## src/verilog/spimsp_pkg.sv

```systemverilog
// Package of register offsets, reset values and mode codes for the serial port
package spimsp_pkg;
  localparam logic [7:0] ADDR_RATE     = 8'hA2;
  localparam logic [7:0] ADDR_DATA     = 8'hA3;
  localparam logic [7:0] ADDR_CTRL     = 8'hA1;
  localparam logic [7:0] ADDR_STAT     = 8'hA0;
  localparam logic [7:0] RATE_RESET    = 8'h00;
  localparam logic [7:0] CTRL_RESET    = 8'h00;
  localparam int         CTRL_MASTER   = 0;
  localparam int         CTRL_MODE_LO  = 1;
  localparam int         CTRL_SS_OUT   = 3;
  localparam int         STAT_BUSY     = 0;
  localparam int         STAT_DONE     = 1;
  localparam int         STAT_MODEF    = 2;
  localparam logic [3:0] BITS_PER_BYTE = 4'h8;
  localparam int         SYNC_STAGES   = 3;
  typedef enum logic [1:0]
  {
    SPIMSP_WIRE3    = 2'b00,
    SPIMSP_WIRE4_IN = 2'b01,
    SPIMSP_WIRE4_OUT = 2'b10
  } spimsp_wire_t;
endpackage

```

## src/verilog/spimsp_port.sv

```systemverilog
// Serial port that runs as master or slave, 3-wire or 4-wire
`timescale 1ns/1ps
//////////////////////////////////////////////////////////////////////////////
// Function
// - Shift one bit out and one bit in on every serial clock cycle.
// - Runs as master or slave, in 3-wire or 4-wire form.
// - Slave with select input answers only while select is held low.
// - Multi-master: in 4-wire input form, low select from another master drops master mode.
// - Master may drive the select line as a chip select output.
// - 3-wire form ignores the select line entirely.
// - Rate setting shapes the serial clock only in master mode.
// - Serial clock equals system clock over two times the sum of rate and one.
// - Rate register is 8-bit read/write at 0xA2, resetting to zero.
module spimsp_port
(
  input  wire logic       clk,
  input  wire logic       rst_b,
  input  wire logic [7:0] reg_addr,
  input  wire logic [7:0] reg_wdata,
  input  wire logic       reg_wr,
  input  wire logic       reg_rd,
  output logic      [7:0] reg_rdata,
  input  wire logic       sck_in,
  output logic            sck_out,
  output logic            sck_oe_b,
  input  wire logic       mosi_in,
  output logic            mosi_out,
  output logic            mosi_oe_b,
  input  wire logic       miso_in,
  output logic            miso_out,
  output logic            miso_oe_b,
  input  wire logic       slave_select_n_in,
  output logic            slave_select_n_out,
  output logic            slave_select_n_oe_b
);
  import spimsp_pkg::*;

  //////////////////////////////////////////////////////////////////////////
  // Input synchronisers, bits ordered select, miso, mosi, sck
  logic [3:0] pin_in, sy1_q, sy2_q, sy3_q, flt_q, flt_d;
  logic       sck_f_q, mosi_f_q, miso_f_q, ss_f_q;

  assign pin_in = {slave_select_n_in, miso_in, mosi_in, sck_in};
  assign {ss_f_q, miso_f_q, mosi_f_q, sck_f_q} = flt_q;

  always_comb
  begin
    // Change counts once stages two and three agree
    flt_d = (sy3_q & sy2_q) | (flt_q & (sy3_q ^ sy2_q));
  end

  always_ff @(posedge clk or negedge rst_b)
  begin
    if (!rst_b)
    begin
      // Select idles high, so it resets high to avoid a false select
      sy1_q <= 4'h8;
      sy2_q <= 4'h8;
      sy3_q <= 4'h8;
      flt_q <= 4'h8;
    end
    else
    begin
      sy1_q <= pin_in;
      sy2_q <= sy1_q;
      sy3_q <= sy2_q;
      flt_q <= flt_d;
    end
  end

  //////////////////////////////////////////////////////////////////////////
  // Registers and shifter
  logic [7:0] rate_q, rate_d, ctrl_q, ctrl_d, shift_q, shift_d, rx_q, rx_d;
  logic [7:0] div_q, div_d, rdata_q, rdata_d;
  logic [3:0] bits_q, bits_d;
  logic       busy_q, busy_d, done_q, done_d, modef_q, modef_d;
  logic       sck_q, sck_d, sck_prev_q, sck_prev_d, ss_q, ss_d;
  logic       master, sel_active, s_rise, s_fall;
  spimsp_wire_t wire_mode;

  assign master    = ctrl_q[CTRL_MASTER];
  assign wire_mode = spimsp_wire_t'(ctrl_q[CTRL_MODE_LO +: 2]);
  assign sel_active = (wire_mode == SPIMSP_WIRE3) ? 1'b1 : !ss_f_q;
  assign s_rise     = sck_f_q && !sck_prev_q;
  assign s_fall     = !sck_f_q && sck_prev_q;

  always_comb
  begin
    rate_d     = rate_q;
    ctrl_d     = ctrl_q;
    shift_d    = shift_q;
    rx_d       = rx_q;
    div_d      = div_q;
    bits_d     = bits_q;
    busy_d     = busy_q;
    done_d     = done_q;
    modef_d    = modef_q;
    sck_d      = sck_q;
    ss_d       = ss_q;
    sck_prev_d = sck_f_q;
    rdata_d    = 8'h00;
    if (reg_rd)
    begin
      case (reg_addr)
        ADDR_RATE: rdata_d = rate_q;
        ADDR_DATA: rdata_d = rx_q;
        ADDR_CTRL: rdata_d = ctrl_q;
        ADDR_STAT: rdata_d = {5'h00, modef_q, done_q, busy_q};
        default:   rdata_d = 8'h00;
      endcase
      // Reading status clears done and fault
      if (reg_addr == ADDR_STAT)
      begin
        done_d  = 1'b0;
        modef_d = 1'b0;
      end
    end
    if (reg_wr)
    begin
      if (reg_addr == ADDR_RATE)
        rate_d = reg_wdata;
      if (reg_addr == ADDR_CTRL)
        ctrl_d = reg_wdata;
      if (reg_addr == ADDR_DATA && !busy_q)
      begin
        shift_d = reg_wdata;
        if (master)
        begin
          busy_d = 1'b1;
          bits_d = 4'h0;
          div_d  = 8'h00;
          sck_d  = 1'b0;
          ss_d   = 1'b0;
        end
      end
    end
    if (master)
    begin
      if (wire_mode == SPIMSP_WIRE4_IN && !ss_f_q)
      begin
        ctrl_d[CTRL_MASTER] = 1'b0;
        modef_d = 1'b1;
        busy_d  = 1'b0;
        sck_d   = 1'b0;
        ss_d    = 1'b1;
      end
      else if (busy_q)
      begin
        if (div_q == rate_q)
        begin
          div_d = 8'h00;
          sck_d = !sck_q;
          if (!sck_q)
            rx_d = {rx_q[6:0], miso_f_q};
          else
          begin
            shift_d = {shift_q[6:0], 1'b0};
            bits_d  = bits_q + 4'h1;
            if (bits_q == BITS_PER_BYTE - 4'h1)
            begin
              busy_d = 1'b0;
              done_d = 1'b1;
              ss_d   = 1'b1;
            end
          end
        end
        else
          div_d = div_q + 8'h01;
      end
    end
    else if (sel_active)
    begin
      if (s_rise)
      begin
        rx_d   = {rx_q[6:0], mosi_f_q};
        busy_d = 1'b1;
      end
      if (s_fall)
      begin
        shift_d = {shift_q[6:0], 1'b0};
        bits_d  = bits_q + 4'h1;
        if (bits_q == BITS_PER_BYTE - 4'h1)
        begin
          bits_d = 4'h0;
          busy_d = 1'b0;
          done_d = 1'b1;
        end
      end
    end
    else
    begin
      bits_d = 4'h0;
      busy_d = 1'b0;
    end
  end

  always_ff @(posedge clk or negedge rst_b)
  begin
    if (!rst_b)
    begin
      rate_q     <= RATE_RESET;
      ctrl_q     <= CTRL_RESET;
      shift_q    <= 8'h00;
      rx_q       <= 8'h00;
      div_q      <= 8'h00;
      bits_q     <= 4'h0;
      busy_q     <= 1'b0;
      done_q     <= 1'b0;
      modef_q    <= 1'b0;
      sck_q      <= 1'b0;
      ss_q       <= 1'b1;
      sck_prev_q <= 1'b0;
      rdata_q    <= 8'h00;
    end
    else
    begin
      rate_q     <= rate_d;
      ctrl_q     <= ctrl_d;
      shift_q    <= shift_d;
      rx_q       <= rx_d;
      div_q      <= div_d;
      bits_q     <= bits_d;
      busy_q     <= busy_d;
      done_q     <= done_d;
      modef_q    <= modef_d;
      sck_q      <= sck_d;
      ss_q       <= ss_d;
      sck_prev_q <= sck_prev_d;
      rdata_q    <= rdata_d;
    end
  end

  //////////////////////////////////////////////////////////////////////////
  // Pin drive, enables low while driving
  assign reg_rdata           = rdata_q;
  assign sck_out             = sck_q;
  assign sck_oe_b            = !master;
  assign mosi_out            = shift_q[7];
  assign mosi_oe_b           = !master;
  assign miso_out            = shift_q[7];
  // Slave releases MISO when not selected, letting other slaves share it
  assign miso_oe_b           = master || !sel_active;
  assign slave_select_n_out  = ss_q;
  assign slave_select_n_oe_b = !(master && wire_mode == SPIMSP_WIRE4_OUT);
endmodule

```

## config.mk

```make
export PLATFORM = sky130hd
export DESIGN_NAME = spimsp_port
export DESIGN_NICKNAME = d
export VERILOG_FILES = /design/src/verilog/spimsp_pkg.sv /design/src/verilog/spimsp_port.sv
export SDC_FILE = /design/constraint.sdc
export NUM_CORES = 1
export LEC_CHECK = 0
export BUFFER_PORTS_ARGS = -buffer_cell sky130_fd_sc_hd__buf_2
export CORE_MARGIN = 2
export CORE_UTILIZATION = 55
export DETAILED_ROUTE_END_ITERATION = 16
export HOLD_SLACK_MARGIN = 0.1
export MAX_ROUTING_LAYER = met4
export PLACE_DENSITY = 0.76
export REMOVE_ABC_BUFFERS = 1
export SYNTH_ARGS = -nofsm -noshare
export SYNTH_HDL_FRONTEND = slang
export SYNTH_SLANG_ARGS = --single-unit
```

## constraint.sdc

```tcl
create_clock -name clk -period 2.4 [get_ports clk]
set_input_delay 0.24 -clock clk [delete_from_list [all_inputs] [get_ports clk]]
set_output_delay 0.24 -clock clk [all_outputs]
set_load 0.02 [all_outputs]
```

### Yosys cells after proc, flatten, opt, wreduce, memory -nomap -nowiden

Index checks and enable logic that the tools add are counted.

| word-level totals | value |
|---|---|
| memories kept | 0 |
| bits in writable memories | 0 |
| flip-flop bits (word level) | 74 |
| memory bits (read-only) | 0 |
| bits in latches | 0 |
| output and inout port bits | 16 |
| input port bits | 24 |

| operators by class | value |
|---|---|
| add/subtract/negate cells | 2 |
| div/mod/pow operators | 0 |
| bitwise logic cells | 4 |
| equal/unequal tests | 12 |
| multiply operators | 0 |
| reductions and logical operators | 20 |
| shifts and indexed selects | 0 |
| $lt $le $gt $ge | 0 |
| mux-type cells | 84 |

Operator list:

| cell | number |
|---|---|
| 8-bit two-way mux | 24 |
| 1-bit two-way mux | 48 |
| 4-bit two-way mux | 11 |
| 8-bit == test, second input constant | 4 |
| 8-bit case mux with 4 select lines | 1 |
| 8-bit by 1-bit adder with 8-bit output, second input constant | 1 |
| 4-bit AND | 2 |
| 8-bit == test | 1 |
| 1-bit zero test | 8 |
| 6-bit AND reduction | 1 |
| 1-bit logical AND | 5 |
| 4-bit by 1-bit adder with 4-bit output, second input constant | 1 |
| 4-bit by 3-bit == test with 1-bit output, second input constant | 1 |
| 2-bit by 1-bit inequality test with 1-bit output, second input constant | 2 |
| 2-bit inequality test, second input constant | 2 |
| 4-bit bitwise OR | 1 |
| 2-bit AND reduction | 2 |
| 2-bit nonzero test | 2 |
| 4-bit XOR | 1 |
| 2-bit by 1-bit == test with 1-bit output, second input constant | 1 |
| 2-bit == test, second input constant | 1 |
| 2-bit zero test | 1 |
| 1-bit logical OR | 1 |

### Longest topological paths before layout

| depth | value |
|---|---|
| depth in word-level cells | 10 |
| gate-level depth with buffers | 7 |
| mapped depth without buffers | 6 |

### Worst setup path after synthesis

OpenSTA, ideal clock, no wires.

| timing | value |
|---|---|
| path type | reg2reg |
| from | reg ctrl_q[0] |
| to | reg shift_q[1] |
| arrival time | 2013 ps |
| slack | 262 ps |
| cell stages (with the launch flop) | 7 |
| period minus slack after synthesis | 2138 ps |
| buffers on the path | 1 |
| library setup time | 125 ps |
| cells stage by stage | dfrtp_1 -> clkbuf_8 -> inv_1 -> and2_2 -> clkinv_1 -> o22ai_4 -> mux2_4 |

| between the ends | value |
|---|---|
| word-level cells in the longest chain between the ends | 1 |

RTL lines:

| element | line | RTL |
|---|---|---|
| start, declared | spimsp_port.sv:73 | `logic [7:0] rate_q, rate_d, ctrl_q, ctrl_d, shift_q, shift_d, rx_q, rx_d;` |
| start signal, assigned | spimsp_port.sv:218 | `ctrl_q <= ctrl_d;` |
| 8-bit two-way mux | spimsp_port.sv:137 | `if (master)` |
| net shift_d[1] | spimsp_port.sv:73 |  |
| end signal, assigned | spimsp_port.sv:219 | `shift_q <= shift_d;` |
| end, declared | spimsp_port.sv:73 |  |

The timed path passes the listed nets, and every way through them passes these cells.
A chain may end at the register's enable or synchronous reset.

### Worst setup path after layout

| timing | value |
|---|---|
| from | reg div_q[4] |
| to | reg sck_q, in the netlist sck_out |

| between the ends | value |
|---|---|
| word-level cells in the longest chain between the ends | 5 |

RTL lines:

| element | line | RTL |
|---|---|---|
| start, declared | spimsp_port.sv:74 | `logic [7:0] div_q, div_d, rdata_q, rdata_d;` |
| start signal, assigned | spimsp_port.sv:221 | `div_q <= div_d;` |
| 8-bit == test | spimsp_port.sv:149 | `if (div_q == rate_q)` |
| 1-bit two-way mux | spimsp_port.sv:149 |  |
| 1-bit two-way mux | spimsp_port.sv:147 | `else if (busy_q)` |
| 1-bit two-way mux | spimsp_port.sv:139 | `if (wire_mode == SPIMSP_WIRE4_IN && !ss_f_q)` |
| 1-bit two-way mux | spimsp_port.sv:137 |  |
| net sck_d | spimsp_port.sv:77 | `logic sck_q, sck_d, sck_prev_q, sck_prev_d, ss_q, ss_d;` |
| end signal, assigned | spimsp_port.sv:226 | `sck_q <= sck_d;` |
| end, declared | spimsp_port.sv:77 |  |

The timed path passes the listed nets, and every way through them passes these cells.

==> metrics.cfg <==
[status]
status = complete, no violations

[clock_tree]
ctsResizeCount = 0
holdBufCountCts = 5
max-clock-path-buffers = 2
cts-root-buf = clkbuf_8
clock_latency_ns = 0.35
cts.sinks = 74
htree_levels = 3
cts_tree = yes
clkTransAtPathRegs_ns = 0.08
cts_made_buffers = 9
cts_setup_buffers = 0

[logic_synthesis]
synth_top_area_share_pct = 48.5
synth_edf_count = 0
synth_ff_type = dfrtp_1
yosysTopAreaCell = dfrtp_1
synth_seq_cells = 74
seq_area_frac_synth_pct = 52.2
ys_async_sr_fraction_pct = 100
yosysMostFrequentCell = dfrtp_1
syn-mean-instance-area_sq_um = 12.9
syn_inst = 277
synth_common_cells = dfrtp_1, mux2_2, nor2_1
synth_cell_types = 59
syn_area_sq_um = 3560
yosys-top-cells-area = dfrtp_1, mux2_2, dfstp_2
yosys_warnings = 0

[detailed_routing]
drt_iter0_drc = 134
drc = 0
via_per_inst = 5.81
routed.top_layer = met4
vias = 2410
met1_length_mm = 3.47
wl_met2_mm = 3.42
dr.pass1.iters = 4
wl_per_cell_um = 17.8
routed_wl_mm = 7.39
met3WireLength_um = 377
drtAntennaViolNets = 0

[layout]
nNetsFinal = 363
fin_area_sq_um = 4140
synthToLayoutAreaGrowth_pct = 16.2
drive_gt1_share_pct = 38.8
nFillCells = 497
regArea_sq_um = 1860
multi_input_area_sq_um = 1630
diodes = 0

[sta]
tns_ns = 0
max_slew_margin_pct = 39.8
finalHoldViolCount = 0
slew_violations = 0
fin_skew_ns = 0.00973
period_share_pct = 89.8
fin_crit_ns = 2.16
max_freq_mhz = 464
worst_pin_slew_ns = 0.903
grt_setup_unrepaired = no
setup_viol = 0

[setup_path]
crit_fanout = 6
worstSetupStartpoint = div_q[4]$_DFF_PN0_
start_kind = register
path_cells = xor2_1 > nor4_4 > and2_2 > mux2_2 > a221o_1
regToRegStartpoint = div_q[4]$_DFF_PN0_
slowest_stage = nor4_4
worstSetupPathType = reg -> reg
arrival_ns = 2.40
cpPeakStageDelay_ns = 0.47
worstSetupEndpointType = register
required_ns = 2.64

[grt]
grt_pass1_vias = 2520
grt_start_max_net_pins = 75
antenna_found_initial = 0
grt_overflow = 0
track_usage_pct = 23.9
grt_pass1_wl_mm = 12.8

[floorplan]
core-area_sq_um = 6310
ios = 40
fp.dieW_um = 84.5
initial_core_util_pct = 56.4
fp-row-count = 29
design.die.area_sq_um = 7140
die_y_um = 84.5

[pwr]
leakage_uw = 0.00197
powerDensity_nw_per_um2 = 772
vdd_drop_max_uv = 550
p_total_uw = 3190

[placed_design]
io_buffers = 39
post_dp_cell_area_sq_um = 3870
gp_congestion = 0.908
dpl.hpwl_mm = 5.42

[hold_path]
hp-class = in -> reg
worstHoldStart = reg_wdata[3]

[flow_run]
drv_cap = 0

[placed cells by master, fill, tap and decap left out, drive strengths merged, types with 7 or more instances in the layout]
master	n
mux2	45
o21ai	7
nor2	15
nand2	9
buf	49
nand3	9
xor2	9
dfrtp	69
clkbuf	9
a21oi	12
[path summary, 6_finish.rpt]
check / end / slack [ns] / cells after the start
worst max-delay path: sck_out$_DFF_PN0_ / 0.24 / 5
min in group asynchronous: sck_prev_q$_DFF_PN0_ / 0.55 / 2
max in group asynchronous: shift_q[7]$_DFF_PN0_ / 1.26 / 2
worst max register to register: sck_out$_DFF_PN0_ / 0.24 / 5
worst min register to register: sy2_q[0]$_DFF_PN0_ / 0.35 / 0
worst min-delay path: ctrl_q[3]$_DFFE_PN0P_ / 0.14 / 2
[through the flow]
step	hold slack [ns]	util [%]	setup WS (ns)	instances
floorplan	-0.0556	-	0.0517	268
global placement	0.333	61.3	0.319	394
detailed placement	0.338	61.3	0.253	394
CTS	0.131	65.6	0.246	415
global route	0.137	65.6	0.134	415
finish	0.144	65.6	0.244	415
[report_power, final]
group          internal (uW)  total (uW)  switching [uW]
Sequential              1420        1580             161
Clock                    592        1060             473
Combinational            292         550             257
[sequential cells by signal, summed over array words and instances (netlist names), 4 cells and up]
name / cells
sy2_q: 4
sy3_q: 4
reg_rdata: 8
div_q: 8
shift_q: 8
bits_q: 4
rate_q: 8
sy1_q: 4
ctrl_q: 8
rx_q: 8
flt_q: 4
[cell type report]
| class | count | share of cell area, % |
|---|---|---|
| inverters | 3 | 0.272 |
| clock inverters | 7 | 2.39 |
| multi-input cells | 191 | 39.3 |
| flip-flops and latches | 74 | 44.9 |
| clock buffers | 9 | 2.99 |
| well taps | 77 | 2.33 |
| repair buffers | 54 | 7.80 |
[routing by layer]
layer	track usage (%)	vias up
met4	8.08	0
met3	5.80	14
met5	-	-
met2	34.8	63
met1	33.2	1189
li1	-	1144
[worst max-delay path: cells and delay by family, from the launching register on]
family	cells	cell delay, ns
compound gates	1	0.31
xor+xnor	1	0.20
flops	1	0.43
mux	1	0.35
simple gates	2	0.77
[kinds of logic (layout without fill, tap and decap cells)]
| family | Yosys count | in the layout | synth area share (%) |
|---|---|---|---|
| compound gates | 49 | 49 | 10.2 |
| xor+xnor | 9 | 9 | 2.21 |
| fa+ha+maj | 6 | 6 | 2.11 |
| buf+inv | 12 | 73 | 2.11 |
| flops | 74 | 74 | 52.2 |
| mux | 50 | 50 | 17.4 |
| simple gates | 77 | 77 | 13.8 |
Note: power is estimated with default switching activity, not from simulation.
